===== src/include/cesp_pkg.sv =====
// Package of modes, widths and constants for the counter edge-separation and pulse block.
package cesp_pkg;

  // ----------------------------------------------------------------
  // Widths
  // ----------------------------------------------------------------
  localparam int CNT_W     = 32;
  localparam int SYNC_LEN  = 3;
  localparam int MIN_TRIG_TICKS = 2;

  // ----------------------------------------------------------------
  // Operating modes
  // ----------------------------------------------------------------
  localparam logic [3:0] MODE_SEP_SINGLE   = 4'h0;
  localparam logic [3:0] MODE_SEP_IMPLICIT = 4'h1;
  localparam logic [3:0] MODE_SEP_SAMPLED  = 4'h2;
  localparam logic [3:0] MODE_PULSE        = 4'h3;
  localparam logic [3:0] MODE_PULSE_TRIG   = 4'h4;
  localparam logic [3:0] MODE_TRAIN_FINITE = 4'h5;
  localparam logic [3:0] MODE_TRAIN_CONT   = 4'h6;
  localparam logic [3:0] MODE_BUF_IMPLICIT = 4'h7;
  localparam logic [3:0] MODE_BUF_SAMPLED  = 4'h8;

  localparam logic [CNT_W-1:0] CNT_ZERO = 32'h0000_0000;
  localparam logic [CNT_W-1:0] CNT_ONE  = 32'h0000_0001;

endpackage : cesp_pkg


===== src/cesp_counter.sv =====
// Top of one counter: edge-separation measurement and pulse generation.
`timescale 1ns/1ps

// What this block does
// - Aux edge starts, gate edge stops counting
// - Count source edges, ignore extra aux
// - Gate edge stops count; pushes it except in sample mode
// - Aux and gate polarity independently selectable
// - Single mode ignores edges until re-armed
// - Implicit mode stores each interval, restarts
// - Sample mode pushes count on sample edge
// - Overrun when sample interval lacks pair
// - Single pulse: delay then width in ticks
// - Triggered pulse delay counts from trigger
// - Embedded counter stops finite train
// - Each trigger launches; delay-every option
// - Ignore gate while generating, then wait
// - Continuous train starts on arm or trigger
// - Separate high and low widths
// - Pause trigger halts and resumes generation
// - Frequency equals source over high plus low
// - Buffered trains take specs from FIFO
// - Sample-clocked uses default until first sample
// - Counter is thirty-two bits wide
module cesp_counter #(
  parameter int WIDTH = cesp_pkg::CNT_W
) (
  // Clock and reset
  input  wire logic             clk,
  input  wire logic             nrst,
  // External signals
  input  wire logic             sourcePin,
  input  wire logic             auxPin,
  input  wire logic             gatePin,
  input  wire logic             samplePin,
  // Configuration
  input  wire logic [3:0]       mode,
  input  wire logic             arm,
  input  wire logic             sourceFall,
  input  wire logic             auxFall,
  input  wire logic             gateFall,
  input  wire logic             sampleFall,
  input  wire logic             gateStart,
  input  wire logic             gatePause,
  input  wire logic             pauseActiveLow,
  input  wire logic             retrigger,
  input  wire logic             delay_every_retrigger,
  input  wire logic [WIDTH-1:0] initDelay,
  input  wire logic [WIDTH-1:0] highTicks,
  input  wire logic [WIDTH-1:0] lowTicks,
  input  wire logic [WIDTH-1:0] pulseCount,
  // Result stream out
  output logic                  resValid,
  input  wire logic             resReady,
  output logic [WIDTH-1:0]      resData,
  // Pulse specification stream in
  input  wire logic             specValid,
  output logic                  specReady,
  input  wire logic [WIDTH-1:0] specIdle,
  input  wire logic [WIDTH-1:0] specActive,
  // Status
  output logic                  pulseOut,
  output logic                  overrun,
  output logic                  running,
  output logic                  finished
);
  import cesp_pkg::*;

  // ----------------------------------------------------------------
  // Input conditioning
  // ----------------------------------------------------------------
  logic srcEdge, auxEdge, gateEdge, sampEdge, gateLevel;

  cesp_sync uSrc (.clk(clk), .nrst(nrst), .pinIn(sourcePin), .fallSel(sourceFall),
                  .level(), .activeEdge(srcEdge));
  cesp_sync uAux (.clk(clk), .nrst(nrst), .pinIn(auxPin), .fallSel(auxFall),
                  .level(), .activeEdge(auxEdge));
  cesp_sync uGate (.clk(clk), .nrst(nrst), .pinIn(gatePin), .fallSel(gateFall),
                   .level(gateLevel), .activeEdge(gateEdge));
  cesp_sync uSamp (.clk(clk), .nrst(nrst), .pinIn(samplePin), .fallSel(sampleFall),
                   .level(), .activeEdge(sampEdge));

  logic armed_q, armPrev_q;
  always_ff @(posedge clk or negedge nrst) begin
    if (!nrst) begin
      armed_q   <= 1'b0;
      armPrev_q <= 1'b0;
    end else begin
      armed_q   <= arm;
      armPrev_q <= armed_q;
    end
  end
  wire logic armRise = armed_q & ~armPrev_q;

  wire logic isSep   = (mode == MODE_SEP_SINGLE) || (mode == MODE_SEP_IMPLICIT)
                     || (mode == MODE_SEP_SAMPLED);
  wire logic pauseOn = gatePause & ~gateStart & ~retrigger
                     & (gateLevel ^ pauseActiveLow);
  wire logic tick    = srcEdge & ~pauseOn;

  // ----------------------------------------------------------------
  // Edge-separation measurement
  // ----------------------------------------------------------------
  typedef enum logic [1:0] {CESP_S_WAIT, CESP_S_COUNT, CESP_S_HOLD} cesp_sstate_t;
  cesp_sstate_t     sep_q;
  logic [WIDTH-1:0] count_q;
  logic [WIDTH-1:0] latched_q;
  logic             latchedFull_q;
  logic             pairSeen_q;
  logic             sepPush;
  logic [WIDTH-1:0] sepPushData;

  wire logic sepStop = (sep_q == CESP_S_COUNT) && gateEdge;

  always_ff @(posedge clk or negedge nrst) begin
    if (!nrst) begin
      sep_q   <= CESP_S_WAIT;
      count_q <= CNT_ZERO;
    end else if (!armed_q || !isSep) begin
      sep_q   <= CESP_S_WAIT;
      count_q <= CNT_ZERO;
    end else begin
      unique case (sep_q)
        CESP_S_WAIT: begin
          if (auxEdge) begin
            sep_q   <= CESP_S_COUNT;
            count_q <= CNT_ZERO;
          end
        end
        CESP_S_COUNT: begin
          if (gateEdge) begin
            sep_q <= (mode == MODE_SEP_SINGLE) ? CESP_S_HOLD : CESP_S_WAIT;
          end else if (srcEdge) begin
            count_q <= count_q + CNT_ONE;
          end
        end
        CESP_S_HOLD: begin
          sep_q <= CESP_S_HOLD;
        end
      endcase
    end
  end

  // Sample-clocked mode parks the finished count until the sample edge.
  always_ff @(posedge clk or negedge nrst) begin
    if (!nrst) begin
      latched_q     <= CNT_ZERO;
      latchedFull_q <= 1'b0;
      pairSeen_q    <= 1'b0;
      overrun       <= 1'b0;
    end else if (!armed_q || mode != MODE_SEP_SAMPLED) begin
      latchedFull_q <= 1'b0;
      pairSeen_q    <= 1'b0;
      if (armRise) begin
        overrun <= 1'b0;
      end
    end else begin
      if (armRise) begin
        overrun <= 1'b0;
      end
      if (sepStop) begin
        latched_q     <= count_q;
        latchedFull_q <= 1'b1;
      end else if (sampEdge) begin
        latchedFull_q <= 1'b0;
      end
      if (sepStop) begin
        pairSeen_q <= 1'b1;
      end else if (sampEdge) begin
        pairSeen_q <= 1'b0;
      end
      if (sampEdge && !pairSeen_q) begin
        overrun <= 1'b1;
      end
    end
  end

  always_comb begin
    sepPush     = 1'b0;
    sepPushData = count_q;
    if (armed_q && sepStop && mode != MODE_SEP_SAMPLED) begin
      sepPush = 1'b1;
    end else if (armed_q && mode == MODE_SEP_SAMPLED && sampEdge && pairSeen_q) begin
      sepPush     = 1'b1;
      sepPushData = latchedFull_q ? latched_q : count_q;
    end
  end

  // One-entry output register; single mode stays in hold after software has taken it, until disarmed.
  always_ff @(posedge clk or negedge nrst) begin
    if (!nrst) begin
      resValid <= 1'b0;
      resData  <= CNT_ZERO;
    end else if (!armed_q) begin
      resValid <= 1'b0;
    end else if (sepPush) begin
      resValid <= 1'b1;
      resData  <= sepPushData;
    end else if (resReady) begin
      resValid <= 1'b0;
    end
  end

  // ----------------------------------------------------------------
  // Pulse generation
  // ----------------------------------------------------------------
  typedef enum logic [2:0] {CESP_G_IDLE, CESP_G_TRIG, CESP_G_RUN, CESP_G_DONE} cesp_gstate_t;
  cesp_gstate_t     gen_q;
  logic [WIDTH-1:0] pulses_q;
  logic             firstDone_q;
  logic             sampled_q;
  logic [WIDTH-1:0] curIdle_q;
  logic [WIDTH-1:0] curActive_q;
  logic             launch;
  logic [WIDTH-1:0] launchIdle, launchActive;
  logic             tBusy, tDone, tOut;

  wire logic isGen    = !isSep && armed_q;
  wire logic trigMode = (mode == MODE_PULSE_TRIG) || gateStart || retrigger;
  wire logic oneShot  = (mode == MODE_PULSE) || (mode == MODE_PULSE_TRIG);
  wire logic useDelay = !firstDone_q && !tDone;
  wire logic trainEnd = (mode == MODE_TRAIN_FINITE) && (pulses_q + CNT_ONE >= pulseCount);
  // The timer is idle in the cycle its last pulse ends; no new pulse may start then.
  wire logic lastDone = tDone && (oneShot || trainEnd);

  always_ff @(posedge clk or negedge nrst) begin
    if (!nrst) begin
      gen_q       <= CESP_G_IDLE;
      pulses_q    <= CNT_ZERO;
      firstDone_q <= 1'b0;
    end else if (!isGen) begin
      gen_q       <= CESP_G_IDLE;
      pulses_q    <= CNT_ZERO;
      firstDone_q <= 1'b0;
    end else begin
      unique case (gen_q)
        CESP_G_IDLE: begin
          gen_q <= trigMode ? CESP_G_TRIG : CESP_G_RUN;
        end
        CESP_G_TRIG: begin
          if (gateEdge) begin
            gen_q    <= CESP_G_RUN;
            pulses_q <= CNT_ZERO;
            if (retrigger && delay_every_retrigger) begin
              firstDone_q <= 1'b0;
            end
          end
        end
        CESP_G_RUN: begin
          if (tDone) begin
            firstDone_q <= 1'b1;
            pulses_q    <= pulses_q + CNT_ONE;
            if (oneShot || trainEnd) begin
              gen_q <= retrigger ? CESP_G_TRIG : CESP_G_DONE;
            end
          end
        end
        CESP_G_DONE: begin
          gen_q <= CESP_G_DONE;
        end
      endcase
    end
  end

  // Buffered sample-clocked trains adopt a FIFO spec only at a sample edge.
  always_ff @(posedge clk or negedge nrst) begin
    if (!nrst) begin
      sampled_q   <= 1'b0;
      curIdle_q   <= CNT_ZERO;
      curActive_q <= CNT_ZERO;
    end else if (!isGen) begin
      sampled_q <= 1'b0;
    end else if (mode == MODE_BUF_SAMPLED && sampEdge && specValid) begin
      sampled_q   <= 1'b1;
      curIdle_q   <= specIdle;
      curActive_q <= specActive;
    end
  end

  always_comb begin
    launch       = 1'b0;
    launchIdle   = lowTicks;
    launchActive = highTicks;
    specReady    = 1'b0;
    if (isGen && gen_q == CESP_G_RUN && !tBusy && !lastDone) begin
      launch = 1'b1;
      if (mode == MODE_BUF_IMPLICIT) begin
        launch       = specValid;
        specReady    = 1'b1;
        launchIdle   = specIdle;
        launchActive = specActive;
      end else if (mode == MODE_BUF_SAMPLED && sampled_q) begin
        launchIdle   = curIdle_q;
        launchActive = curActive_q;
      end
      if (useDelay && mode != MODE_BUF_IMPLICIT) begin
        launchIdle = initDelay;
      end
    end
    if (mode == MODE_BUF_SAMPLED && isGen) begin
      specReady = sampEdge;
    end
  end

  cesp_pulse_timer #(.WIDTH(WIDTH)) uTimer (
    .clk(clk), .nrst(nrst), .launch(launch), .abort(!isGen), .tick(tick),
    .idleTicks(launchIdle), .activeTicks(launchActive),
    .pulseOut(tOut), .busy(tBusy), .done(tDone)
  );

  assign pulseOut = tOut;
  assign running  = (sep_q == CESP_S_COUNT) || tBusy;
  assign finished = (sep_q == CESP_S_HOLD) || (gen_q == CESP_G_DONE);
endmodule : cesp_counter


===== src/cesp_sync.sv =====
// Three-stage synchroniser with agreement-based change and polarity edge detect.
`timescale 1ns/1ps
module cesp_sync (
  // Clock and reset
  input  wire logic clk,
  input  wire logic nrst,
  // Pin and edge selection
  input  wire logic pinIn,
  input  wire logic fallSel,
  // Result
  output logic      level,
  output logic      activeEdge
);
  import cesp_pkg::*;

  logic [SYNC_LEN-1:0] stage_q;
  logic                level_q;

  always_ff @(posedge clk or negedge nrst) begin
    if (!nrst) begin
      stage_q <= '0;
    end else begin
      stage_q <= {stage_q[SYNC_LEN-2:0], pinIn};
    end
  end

  // A change counts once the second and third stages agree.
  always_ff @(posedge clk or negedge nrst) begin
    if (!nrst) begin
      level_q <= 1'b0;
    end else if (stage_q[1] == stage_q[2]) begin
      level_q <= stage_q[2];
    end
  end

  wire logic agreed = (stage_q[1] == stage_q[2]) ? stage_q[2] : level_q;

  assign level      = level_q;
  assign activeEdge = fallSel ? (level_q & ~agreed) : (~level_q & agreed);

endmodule : cesp_sync


===== src/cesp_pulse_timer.sv =====
// Pulse shaper that times idle then active phases in source ticks.
`timescale 1ns/1ps
module cesp_pulse_timer #(
  parameter int WIDTH = 32
) (
  // Clock and reset
  input  wire logic             clk,
  input  wire logic             nrst,
  // Control
  input  wire logic             launch,
  input  wire logic             abort,
  input  wire logic             tick,
  input  wire logic [WIDTH-1:0] idleTicks,
  input  wire logic [WIDTH-1:0] activeTicks,
  // Status
  output logic                  pulseOut,
  output logic                  busy,
  output logic                  done
);
  import cesp_pkg::*;

  typedef enum logic [1:0] {CESP_T_IDLE, CESP_T_WAIT, CESP_T_HIGH} cesp_tstate_t;
  cesp_tstate_t      state_q;
  logic [WIDTH-1:0]  cnt_q;
  logic [WIDTH-1:0]  activeHold_q;

  // A phase of zero ticks is taken as one tick so the timer always advances.
  always_ff @(posedge clk or negedge nrst) begin
    if (!nrst) begin
      state_q      <= CESP_T_IDLE;
      cnt_q        <= '0;
      activeHold_q <= '0;
      done         <= 1'b0;
    end else begin
      done <= 1'b0;
      if (abort) begin
        state_q <= CESP_T_IDLE;
      end else begin
        unique case (state_q)
          CESP_T_IDLE: begin
            if (launch) begin
              state_q      <= CESP_T_WAIT;
              cnt_q        <= idleTicks;
              activeHold_q <= activeTicks;
            end
          end
          CESP_T_WAIT: begin
            if (tick) begin
              if (cnt_q <= WIDTH'(1)) begin
                state_q <= CESP_T_HIGH;
                cnt_q   <= activeHold_q;
              end else begin
                cnt_q <= cnt_q - WIDTH'(1);
              end
            end
          end
          CESP_T_HIGH: begin
            if (tick) begin
              if (cnt_q <= WIDTH'(1)) begin
                state_q <= CESP_T_IDLE;
                done    <= 1'b1;
              end else begin
                cnt_q <= cnt_q - WIDTH'(1);
              end
            end
          end
        endcase
      end
    end
  end

  assign pulseOut = (state_q == CESP_T_HIGH);
  assign busy     = (state_q != CESP_T_IDLE);

endmodule : cesp_pulse_timer


===== config.mk =====
export PLATFORM = sky130hd
export DESIGN_NAME = cesp_counter
export DESIGN_NICKNAME = d
export VERILOG_FILES = /design/src/include/cesp_pkg.sv /design/src/cesp_counter.sv /design/src/cesp_sync.sv /design/src/cesp_pulse_timer.sv
export SDC_FILE = /design/constraint.sdc
export NUM_CORES = 1
export LEC_CHECK = 0
export BUFFER_PORTS_ARGS = -buffer_cell sky130_fd_sc_hd__buf_2
export CAP_MARGIN = 0
export CORE_MARGIN = 10
export CORE_UTILIZATION = 62
export DETAILED_ROUTE_END_ITERATION = 16
export GPL_ROUTABILITY_DRIVEN = 0
export PLACE_DENSITY = 0.83
export SLEW_MARGIN = 25
export SYNTH_ARGS = -nofsm -noshare
export SYNTH_HDL_FRONTEND = slang
export SYNTH_SLANG_ARGS = --single-unit

===== constraint.sdc =====
create_clock -name clk -period 14.75 [get_ports clk]
set_input_delay 3.6875 -clock clk [delete_from_list [all_inputs] [get_ports clk]]
set_output_delay 3.6875 -clock clk [all_outputs]
set_load 0.01 [all_outputs]

* Word-level counts from Yosys, hierarchy flattened *
Cells that the tools add are included.

operators by class
  add/sub/neg operators = 3
  magnitude comparators = 2
  equal/unequal tests = 40
  mux-type cells = 79
  bitwise operators = 27
  reductions and logical operators = 55

operators by type and width
  kind                                                                    count
  32-bit two-way mux                                                      22
  32-bit one-hot mux with 2 select lines                                  2
  32-bit one-hot mux with 3 select lines                                  1
  32-bit by 1-bit adder with 32-bit output, second input constant         2
  1-bit two-way mux                                                       34
  32-bit greater-or-equal comparator                                      1
  32-bit by 1-bit <= comparator with 1-bit output, second input constant  1
  32-bit by 1-bit subtractor with 32-bit output, second input constant    1
  3-bit != test, second input constant                                    10
  2-bit two-way mux                                                       12
  1-bit logical AND                                                       20
  1-bit bitwise AND                                                       13
  1-bit NOT                                                               13
  4-bit by 3-bit == test with 1-bit output, second input constant         3
  3-bit two-way mux                                                       4
  3-bit by 2-bit != test with 1-bit output, second input constant         4
  2-bit one-hot mux with 3 select lines                                   2
  3-bit one-hot mux with 4 select lines                                   1
  1-bit logical OR                                                        10
  5-bit AND reduction                                                     2
  3-bit AND reduction                                                     3
  4-bit by 2-bit == test with 1-bit output, second input constant         2
  2-bit AND reduction                                                     4
  4-bit AND reduction                                                     2
  other kinds (20)                                                        37

storage, ports and cells
  register bits = 287
  input bits = 214
  output and inout port bits = 38
  word-level logic and storage cells = 233

* Depth between registers and ports, before layout *
Gate-level depths: netlist of the first run.

  depth after elaboration = 12
  depth in mapped cells = 17
  depth with buffers taken out = 14

* Hierarchy *
From an unflattened synthesis of the first run, not the netlist that was laid out.

second synthesis, totals
  cell total of the unflattened synthesis = 1712
  area, all modules = 16439.5 µm²

modules (own cells, without submodules)
  module            times used  cells an instance  area each (µm²)  sequential area each (µm²)
  cesp_counter      1           1269               11916.4          5079.9
  cesp_pulse_timer  1           407                3977.6           1676.6
  cesp_sync         4           9                  136.4            100.1

* Worst setup path before layout of the first run *
OpenSTA, ideal clock, no wires.

  path type = input-to-output
  from = in pulseCount[31]
  to = out specReady
  data arrival time = 5641 ps
  required time = 11062 ps
  setup slack = 5422 ps
  cell stages on the path = 9
  path buffers = 1
  cell sequence = inv_1 -> ha_1 -> nand4bb_1 -> or4_1 -> nand3b_1 -> a31o_2 -> nand4_1 -> clkbuf_1 -> o21bai_1

between the ends
  word-level cells in the longest chain between the ends = 8

RTL lines
  what                                RTL line             source
  start: declaration                  cesp_counter.sv:51   input wire logic [WIDTH-1:0] pulseCount,
  32-bit greater-or-equal comparator  cesp_counter.sv:222  wire logic trainEnd = (mode == MODE_TRAIN_FINITE) && (pulses_q + CNT_ONE >= pulseCount);
  1-bit logical AND                   cesp_counter.sv:222
  1-bit logical OR                    cesp_counter.sv:224  wire logic lastDone = tDone && (oneShot || trainEnd);
  1-bit logical AND                   cesp_counter.sv:224
  1-bit zero test                     cesp_counter.sv:285  if (isGen && gen_q == CESP_G_RUN && !tBusy && !lastDone) begin
  1-bit logical AND                   cesp_counter.sv:285
  1-bit two-way mux                   cesp_counter.sv:285
  1-bit two-way mux                   cesp_counter.sv:300  if (mode == MODE_BUF_SAMPLED && isGen) begin
  end: declaration                    cesp_counter.sv:58   output logic specReady,

Every way passes these cells.

* Final worst setup path of the first run *
Ends and elaborated chain as after synthesis.

==> metrics.md, run 1 <==
| Metric | Value |
|---|---|
| Die Width | ~180 um |
| Top FF cell, synth | dfrtp_1 |
| Top-Level Pins | 252 |
| Register bit total from synthesis | around 290 |
| Synth Area per Inst | approximately 9.5 um^2 |
| Final #Nets | roughly 2100 |
| Tot GR Track Use | 28.0% |
| CP Class | input pin to output pin |
| Final setup skew | about 22 ps |
| Row count | 59 |
| Total Routed Length | roughly 49 mm |
| First-pass GRT wire length | between 70 and 80 mm |
| Tmin final | 10210 ps |
| Avg WL per Cell | between 20 and 25 um |
| Hold crit path type | flop to flop |
| Async SR Flop Fraction | between 90% and 100% |
| Core region area | 25900 um^2 |
| Critical Path AT | between 6000 and 7000 ps |
| Max Fclk | 98.0 MHz |
| Synth Instances | approximately 1700 |
| Switch Pwr | about 0.00063 W |
| Htree depth | 1 |
| Number of antenna violations at the first check in global routing | 1 |
| Final setup viols | 0 |
| Filler cell count | around 1900 |
| DR iter-0 viols | 1793 |
| Total global routing overflow | 0 |
| RSZ-0062 raised after global routing | false |
| Hold buffers post-CTS | 0 |
| Reg2Reg Launch Point | pulses_q[0] |
| Vias in the first global route | 14500 |
| TritonCTS clock tree | built |
| Largest net degree at the start of global routing | approximately 170 |
| Hold path endpoint | uSamp.stage_q[1] |
| Vias post-DR | about 15000 |
| Top post-synthesis cells by area | dfrtp_1, mux2_2, nor2_1 |
| Reg power frac | 45.6% |
| CTS Sinks | approximately 290 |
| Worst skew pair latency | 580 ps |
| Netlist cell types | between 70 and 80 |
| Vias per cell | 6.71 |
| Resized cells post-CTS | 0 |
| Post-synthesis instance area | around 16000 um^2 |
| CTS Buffer Depth | 3 |
| Antenna viol nets, final | 0 |
| Initial Util | about 63% |
| Seq/Total Area, Yosys | 44.1% |
| Final hold violation count | 0 |
| Area delta synth->final | 15.6% |
| Post-synth top area share | roughly 44% |
| Tightest Pin Transition | between 1000 and 1500 ps |
| CP max-delay cell | buf_4 |
| Ordered list of cells on the worst path | buf_2, inv_1, ha_1, nand4bb_1, or4_1, nand3b_1, a31o_2, nand4_1, buf_4, o21bai_1, buf_2 |
| R2r endpoint | uTimer.cnt_q[3] |
| CTS Buf Count | 30 |
| Clock transition at path regs | 60 ps |
| Setup bufs post-CTS | 0 |
| Switching Share | between 20 and 30% |
| Root Driver | clkbuf_16 |
| Max-Cap Viols | 0 |
| DRC violations left | 0 |
| Hold wc startpoint | uSamp.stage_q[0] |
| Clk pwr share | a little under two fifths |
| IO buf count | around 250 |
| Maximum fanout along the worst path | a little over 90 |
| Synth warn | 0 |
| Cells after DPL | roughly 2200 |
| Post-DP HPWL | between 30 and 40 mm |
| Crit. End Element | output pin |
| Most frequent CP cell | buf_2 |
| Mapped Nets | ~2000 |
| Leakage power | around 9 nW |
| Flop2flop setup slack | around 9200 ps |
| EDFF count, synth | 0 |
| Startpoint Class | input pin |
| TNS Setup | 0 ps |
| 1st-pass router iterations | 6 |
| Max incr delay on CP | ~650 ps |
| Worst reg2reg path depth | 15 |
| Fin crit share | between 60% and 70% |
| Worst rel slew slack | about a third |
| Final Max Slew Viols | 0 |
| Fin cells | approximately 2200 |
| CP required | ~11000 ps |
| P_int | around 0.0015 W |
| Peak supply drop | 0.106 mV |
| Synth area leader | dfrtp_1 |
| Die area | 33100 um^2 |
| Die H | between 150 and 200 um |
| Worst Hold Path Cells | 0 |
| Status | completed |
| Pwr dens | 115 nW/um^2 |
| Logic gate share of total power | 17.1% |
| Layout cells sized above 1 | a little under a quarter |
[per-layer routing]
layer / GRT usage (%) / share of wire [%] / up-vias
met3: 6.42 / 11 / 107
li1: - / - / 6817
met2: 42.5 / 45 / 853
met1: 40.0 / 42 / 7315
met4: 6.31 / 2.1 / 0
met5: 0 / 0 / -
[cell usage after synthesis (6+ instances only)]
library cell	number
o41ai_1	54
a21oi_1	93
or3_1	15
clkbuf_1	106
nor2b_1	6
o211ai_1	25
nand4_1	16
nand3_1	85
inv_1	54
o22ai_1	66
a311oi_1	34
and3_1	16
o21ai_0	97
nor4_1	10
xor2_1	23
o41a_1	8
a31oi_1	16
a221oi_1	12
nor2_1	165
o311ai_0	13
a21o_1	14
and4_1	10
mux2_2	92
dfrtp_1	286
o32ai_1	8
buf_1	8
o31ai_1	26
and2_1	7
nor3_1	21
ha_1	43
nand2_1	119
buf_2	10
xnor2_1	29
a22o_1	37
[registers in the layout (all words and copies together), names as in the netlist, 2 cells and up]
register,count
uSrc.stage_q,3
count_q,32
uTimer.activeHold_q,32
pulses_q,32
uTimer.cnt_q,32
latched_q,32
curIdle_q,32
sep_q,2
curActive_q,32
uAux.stage_q,3
resData,32
gen_q,2
uSamp.stage_q,3
uTimer.state_q,2
uGate.stage_q,3
[area by class of cell]
cell class	count	area, um^2	share of cell area (%)
Antenna cell	1	2.50	0.0133
Clock buffer	45	887	4.72
Clock inverter	10	175	0.933
Inverter	54	203	1.08
Multi-Input combinational cell	1243	8430	44.9
Sequential cell	286	7160	38.1
Tap cell	335	419	2.23
Timing Repair Buffer	275	1500	8.00
[power groups by stage]
stage	logic (W)	registers [W]	clock network (W)
2_1_floorplan	0.000240	0.000955	0
3_3_place_gp	0.000342	0.000985	0
3_5_place_dp	0.000356	0.000989	0
4_1_cts	0.000359	0.000979	0.000810
5_1_grt	0.000402	0.000994	0.000849
6_report	0.000368	0.000985	0.000805
[critical path: cells and delay by family]
family	cells	cell delay, ps
compound gates	2	450
buf+inv	4	940
simple gates	4	1090
fa+ha+maj	1	270
[placed cells by master (no fill, tap or decap), types with 20 or more instances in the layout]
| cell | instances |
|---|---|
| o41ai_1 | 53 |
| a21oi_1 | 91 |
| xor2_1 | 23 |
| clkbuf_16 | 30 |
| o22ai_1 | 66 |
| o211ai_1 | 25 |
| o31ai_1 | 26 |
| a311oi_1 | 34 |
| nand3_1 | 84 |
| buf_2 | 250 |
| nor2_1 | 163 |
| mux2_2 | 92 |
| buf_4 | 20 |
| inv_1 | 54 |
| nand2_1 | 115 |
| o21ai_0 | 97 |
| xnor2_1 | 29 |
| nor3_1 | 21 |
| ha_1 | 43 |
| dfrtp_1 | 286 |
| a22o_1 | 37 |
[how the worst max path moves through the flow]
stage                      to  depth (start not counted)  slack (ps)      startpoint
CTS                 specReady                         11        4570  pulseCount[31]
global placement    specReady                         11        4660  pulseCount[31]
global route        specReady                         11        4380  pulseCount[31]
finish              specReady                         11        4540  pulseCount[31]
floorplan           specReady                          9        5420  pulseCount[31]
detailed placement  specReady                         11        4580  pulseCount[31]
[kinds of logic (layout without fill, tap and decap cells)]
group           Yosys count  after routing  synth area share [%]
compound gates          554            554                  24.1
simple gates            495            495                  14.5
flops                   286            286                  44.1
buf+inv                 183            384                  4.49
mux                      95             95                  6.56
xor+xnor                 52             52                  2.80
fa+ha+maj                47             47                  3.56
other cells               0              1                     0
[stage by stage]
step                      hold WS [ps]  instance area [um^2]  utilization [%]  power (W)  worst slack, ps
after floorplan                    331                 16200                -    0.00119             5420
after global placement             336                 17600             68.1    0.00133             4660
after detailed placement           336                 17700             68.2    0.00135             4580
after CTS                          349                 18700             72.3    0.00215             4570
after global routing               355                 18800             72.5    0.00224             4380
final                              348                 18800             72.5    0.00216             4540
Note: power is estimated with default switching activity, not from simulation.
==> inputs of run 2 (changes only) <==
CORE_UTILIZATION = 58   (was 62)
PLACE_DENSITY = 0.78   (was 0.83)
clock period = 10.4 ns   (was 14.75 ns; I/O delays follow)
==> run 2 against run 1 <==
Against the previous run: non-clock buffer count decreased by 1; clock-buffer cell count decreased by 3; sequential cell count unchanged; critical path depth increased by 4; cell area increased by 0.11%; hold slack got worse by 3.8 ps; first-iteration DRC count decreased by 6.2%; clock power increased by 43%; global-route usage decreased by 1.4 points; sequential share of layout area about the same; largest cell class unchanged.
==> metrics.md, run 2 (synthesis gave the netlist of run 1 again) <==
| Metric | Value |
|---|---|
| Tmin final | approximately 7800 ps |
| Htree depth | 1 (unchanged) |
| Switch Pwr | 0.000900 W (was 0.000628 W) |
| CTS Sinks | 286 (unchanged) |
| Max-Cap Viols | 0 (unchanged) |
| Hold crit path type | flop to flop (unchanged) |
| Layout cells sized above 1 | 23.2% (about the same) |
| Crit. End Element | output pin (unchanged) |
| First-pass GRT wire length | 78.2 mm (was 77.8 mm) |
| Final setup skew | 11.4 ps (was 21.9 ps) |
| Total power | 0.00307 W (was 0.00216 W) |
| Row count | 61 (was 59) |
| Vias post-DR | 15000 (was 15100) |
| TritonCTS clock tree | built (unchanged) |
| Final setup viols | 0 (unchanged) |
| 1st-pass router iterations | 6 (unchanged) |
| Startpoint Class | flop (was input pin) |
| Post-DP HPWL | 33.2 mm (about the same) |
| CTS Buffer Depth | 3 (unchanged) |
| Top-Level Pins | 252 (unchanged) |
| CTS Buf Count | 31 (was 30) |
| Final Max Slew Viols | 0 (unchanged) |
| Total global routing overflow | 0 (unchanged) |
| Worst skew pair latency | 580 ps (about the same) |
| Leakage power | 8.80 nW (was 8.83 nW) |
| CP Class | flop to output pin (was input pin to output pin) |
| Pwr dens | 163 nW/um^2 (was 115 nW/um^2) |
| DR iter-0 viols | 1681 (was 1793) |
| Worst rel slew slack | 28.3% (was 32.5%) |
| Peak supply drop | 0.123 mV (was 0.106 mV) |
| Die H | 187 um (was 182 um) |
| Core region area | 27700 um^2 (was 25900 um^2) |
| Tightest Pin Transition | 1050 ps (was 1010 ps) |
| Die Width | 187 um (was 182 um) |
| Clk pwr share | 37.5% (was 37.3%) |
| DRC violations left | 0 (unchanged) |
| Vias in the first global route | 14600 (was 14500) |
| TNS Setup | 0 ps (unchanged) |
| Hold buffers post-CTS | 0 (unchanged) |
| Area delta synth->final | 15.7% (was 15.6%) |
| Final hold violation count | 0 (unchanged) |
| IO buf count | 251 (unchanged) |
| Vias per cell | 6.54 (was 6.71) |
| P_int | 0.00217 W (was 0.00153 W) |
| Avg WL per Cell | 21.3 um (was 21.7 um) |
| Most common cell after layout, fill and taps aside | dfrtp_1 (unchanged) |
| Antenna viol nets, final | 0 (unchanged) |
| Max Fclk | between 100 and 150 MHz |
| Most frequent cells in the layout | dfrtp_1, buf_2, nor2_1 (unchanged) |
| Status | completed (unchanged) |
| Logic gate share of total power | 16.9% (was 17.1%) |
| Reg power frac | 45.7% (was 45.6%) |
| Switching Share | 29.4% (was 29.1%) |
| Largest net degree at the start of global routing | 173 (unchanged) |
| Number of antenna violations at the first check in global routing | 4 (was 1) |
| Initial Util | 58.6% (was 62.7%) |
| Filler cell count | 2219 (was 1884) |
| Critical Path AT | 5200 ps (was 6520 ps) |
| RSZ-0062 raised after global routing | false (unchanged) |
| Total Routed Length | 48.7 mm (was 48.9 mm) |
| Fin crit share | 75.0% |
| Clock transition at path regs | 60 ps (about the same) |
| Final #Nets | 2147 (unchanged) |
| Maximum fanout along the worst path | 26 (was 91) |
| Tot GR Track Use | 26.6% (was 28.0%) |
| Setup bufs post-CTS | 0 (unchanged) |
| Root Driver | clkbuf_16 (unchanged) |
| Resized cells post-CTS | 0 (unchanged) |
| Die area | 35100 um^2 (was 33100 um^2) |
| CP required | 7800 ps (was 11060 ps) |
==> run 2: area by class of cell <==
class                           instances  area, um^2  area share, %
Timing Repair Buffer                  274        1480           7.85
Multi-Input combinational cell       1243        8440           44.9
Tap cell                              378         473           2.52
Antenna cell                            3        7.51         0.0399
Clock buffer                           42         877           4.67
Inverter                               54         203           1.08
Sequential cell                       286        7160           38.1
Clock inverter                         10         168          0.892
==> run 2: per-stage QoR <==
stage / std cells / setup WS (ps) / util [%] / hold slack (ps) / area, um^2
final: 2290 / 2600 / 67.9 / 345 / 18800
after global routing: 2289 / 2220 / 67.8 / 354 / 18800
after CTS: 2286 / 2650 / 67.7 / 346 / 18800
after detailed placement: 2234 / 2800 / 64.0 / 335 / 17700
after global placement: 2233 / 2880 / 63.9 / 333 / 17700
after floorplan: 1712 / 3250 / - / 331 / 16200
==> run 2: path summary, 6_finish.rpt <==
| check | start | end | slack [ps] | cells after the start |
|---|---|---|---|---|
| max in group asynchronous | nrst | resData[2] | 6770 | 2 |
| max | pulses_q[0] | specReady | 2600 | 15 |
| max reg2reg | pulses_q[0] | uTimer.cnt_q[1] | 4820 | 16 |
| min | uSrc.stage_q[0] | uSrc.stage_q[1] | 340 | 0 |
| min in group asynchronous | nrst | curIdle_q[10] | 2110 | 1 |
| min reg2reg | uSrc.stage_q[0] | uSrc.stage_q[1] | 340 | 0 |
==> run 2: critical path: stages, from the launching register on <==
cell      delay [ps]
dfrtp_1          490
ha_1             300
and3_1           380
nand3_1          150
nor4_1           710
nand3_1          230
xnor2_1          190
ha_1             320
nand3_1          120
or4_1            470
nand3b_1         250
a31o_2           260
nand4_1          110
buf_4            310
o21bai_1         150
buf_2            170
==> run 2: power groups by stage <==
stage,Sequential [W],Clock [W],Combinational (W)
6_report,0.00140,0.00115,0.000517
4_1_cts,0.00139,0.00116,0.000509
2_1_floorplan,0.00135,0,0.000340
3_3_place_gp,0.00140,0,0.000488
3_5_place_dp,0.00141,0,0.000504
5_1_grt,0.00142,0.00121,0.000568
==> run 2: routing by layer <==
layer	GRT usage [%]	vias to the layer above	routed length, um
met4	5.15	0	798
met2	41.0	720	21800
met5	0	-	0
met3	5.82	70	4370
met1	37.8	7368	21800
li1	-	6823	-
==> inputs of run 3 (changes only) <==
clock period = 7.4 ns   (was 10.4 ns; I/O delays follow)
==> run 3 against run 2 <==
Against the previous run: setup slack got worse by 1800 ps; cell area rose by 0.49%; register-to-register slack got worse by 2800 ps; hold slack improved by 5.9 ps; clock power rose by 48%; power rose by 43%; cell count rose by 0.44%; via count barely moved.
==> metrics.md, run 3 (synthesis gave the netlist of run 1 again) <==
| Metric | Value |
|---|---|
| Tmin final | about 6600 ps |
| Die Width | 187 um (unchanged) |
| Logic gate share of total power | 16.5% (was 16.9%) |
| Peak supply drop | 0.184 mV (was 0.123 mV) |
| First-pass GRT wire length | 79.7 mm (was 78.2 mm) |
| Fin crit share | 89.6% |
| Filler cell count | 2164 (was 2219) |
| Resized cells post-CTS | 0 (unchanged) |
| CP Class | flop to output pin (unchanged) |
| Post-DP HPWL | 33.5 mm (was 33.2 mm) |
| CTS Buf Count | 31 (unchanged) |
| Hold buffers post-CTS | 0 (unchanged) |
| Max-Cap Viols | 0 (unchanged) |
| Top-Level Pins | 252 (unchanged) |
| Most common cell after layout, fill and taps aside | dfrtp_1 (unchanged) |
| Pwr dens | 232 nW/um^2 (was 163 nW/um^2) |
| Tightest Pin Transition | 1060 ps (was 1050 ps) |
| Total global routing overflow | 0 (unchanged) |
| Final Max Slew Viols | 0 (unchanged) |
| IO buf count | 251 (unchanged) |
| CTS Buffer Depth | 3 (unchanged) |
| P_int | 0.00313 W (was 0.00217 W) |
| Final #Nets | 2149 (was 2147) |
| Largest net degree at the start of global routing | 114 (was 173) |
| Startpoint Class | flop (unchanged) |
| Hold crit path type | flop to flop (unchanged) |
| Setup bufs post-CTS | 0 (unchanged) |
| Maximum fanout along the worst path | 8 (was 26) |
| CP required | 5550 ps (was 7800 ps) |
| Vias post-DR | 15000 (about the same) |
| 1st-pass router iterations | 6 (unchanged) |
| Critical Path AT | 4780 ps (was 5200 ps) |
| Tot GR Track Use | 27.0% (was 26.6%) |
| Area delta synth->final | 16.3% (was 15.7%) |
| Antenna viol nets, final | 0 (unchanged) |
| Root Driver | clkbuf_16 (unchanged) |
| CTS Sinks | 286 (unchanged) |
| Total power | 0.00439 W (was 0.00307 W) |
| Layout cells sized above 1 | 23.5% (was 23.2%) |
| Leakage power | 8.85 nW (was 8.80 nW) |
| Number of antenna violations at the first check in global routing | 5 (was 4) |
| TritonCTS clock tree | built (unchanged) |
| Worst rel slew slack | 28.9% (was 28.3%) |
| Avg WL per Cell | 21.2 um (was 21.3 um) |
| Switch Pwr | 0.00127 W (was 0.000900 W) |
| Initial Util | 58.6% (unchanged) |
| Most frequent cells in the layout | dfrtp_1, buf_2, nor2_1 (unchanged) |
| Final setup viols | 0 (unchanged) |
| Final setup skew | 18.7 ps (was 11.4 ps) |
| Die H | 187 um (unchanged) |
| RSZ-0062 raised after global routing | false (unchanged) |
| Core region area | 27700 um^2 (unchanged) |
| Switching Share | 28.8% (was 29.4%) |
| Status | completed (unchanged) |
| TNS Setup | 0 ps (unchanged) |
| Clk pwr share | 38.8% (was 37.5%) |
| Worst skew pair latency | 580 ps (about the same) |
| Die area | 35100 um^2 (unchanged) |
| Reg power frac | 44.7% (was 45.7%) |
| Clock transition at path regs | 60 ps (about the same) |
| Vias per cell | 6.51 (was 6.54) |
| Crit. End Element | output pin (unchanged) |
| Htree depth | 1 (unchanged) |
| Max Fclk | between 150 and 200 MHz |
| Row count | 61 (unchanged) |
| Total Routed Length | 48.8 mm (was 48.7 mm) |
| DRC violations left | 0 (unchanged) |
| Final hold violation count | 0 (unchanged) |
| Vias in the first global route | 14800 (was 14600) |
| DR iter-0 viols | 1646 (was 1681) |
-- run 3: cell types whose count changed in the layout (fill, tap and decap cells not counted), moves of 2 or more --
cell,before,now
clkinv_2,4,7
bufinv_16,4,6
diode_2,3,5
clkbuf_1,5,3
buf_4,20,23
-- run 3: routing by layer --
layer | vias to the layer above | track usage, % | share of wire (%)
li1 | 6842 | - | -
met1 | 7296 | 38.8 | 44
met2 | 758 | 40.7 | 45
met3 | 81 | 5.59 | 9.3
met4 | 0 | 6.79 | 2.0
met5 | - | 0 | 0
-- run 3: final timing paths --
check                                       from          endpoint  slack (ps)  cells after the start
worst min-delay path            uSamp.stage_q[0]  uSamp.stage_q[1]         350                      0
worst min register to register  uSamp.stage_q[0]  uSamp.stage_q[1]         350                      0
min in group asynchronous                   nrst     curIdle_q[18]        1320                      1
worst max-delay path                 pulses_q[0]         specReady         770                     14
max in group asynchronous                   nrst       count_q[16]        4670                      2
worst max register to register       pulses_q[0]  uTimer.cnt_q[10]        2060                     15
-- run 3: power groups by stage --
| stage | clock network [W] | logic, W | registers (W) |
|---|---|---|---|
| 2_1_floorplan | 0 | 0.000477 | 0.00190 |
| 4_1_cts | 0.00172 | 0.000714 | 0.00195 |
| 3_5_place_dp | 0 | 0.000708 | 0.00198 |
| 3_3_place_gp | 0 | 0.000685 | 0.00197 |
| 5_1_grt | 0.00180 | 0.000804 | 0.00199 |
| 6_report | 0.00170 | 0.000723 | 0.00196 |
-- run 3: critical path: stages (launching register included) --
cell	delay, ps
dfrtp_1	450
ha_1	290
and3_1	360
nand3_1	150
nor4_1	680
nand3_1	220
xnor2_1	170
ha_1	310
nand3_1	80
or4_1	470
nand3b_1	240
a31o_2	260
nand4_1	150
o21bai_1	180
buf_2	200
-- run 3: area by class of cell --
class / count / area (um^2) / share of cell area, %
Antenna cell: 5 / 12.5 / 0.0662
Clock buffer: 41 / 883 / 4.68
Clock inverter: 17 / 248 / 1.31
Inverter: 54 / 203 / 1.07
Multi-Input combinational cell: 1243 / 8440 / 44.7
Sequential cell: 286 / 7160 / 37.9
Tap cell: 378 / 473 / 2.50
Timing Repair Buffer: 276 / 1480 / 7.82
-- run 3: stage by stage --
step | std cells | util, % | setup WS (ps) | cell area (um^2) | hold slack, ps
after floorplan | 1712 | - | 1640 | 16200 | 331
after global placement | 2235 | 63.9 | 1490 | 17700 | 331
after detailed placement | 2236 | 64.0 | 1390 | 17700 | 336
after CTS | 2294 | 68.0 | 767 | 18900 | 349
after global routing | 2299 | 68.2 | 362 | 18900 | 353
final | 2300 | 68.2 | 773 | 18900 | 350
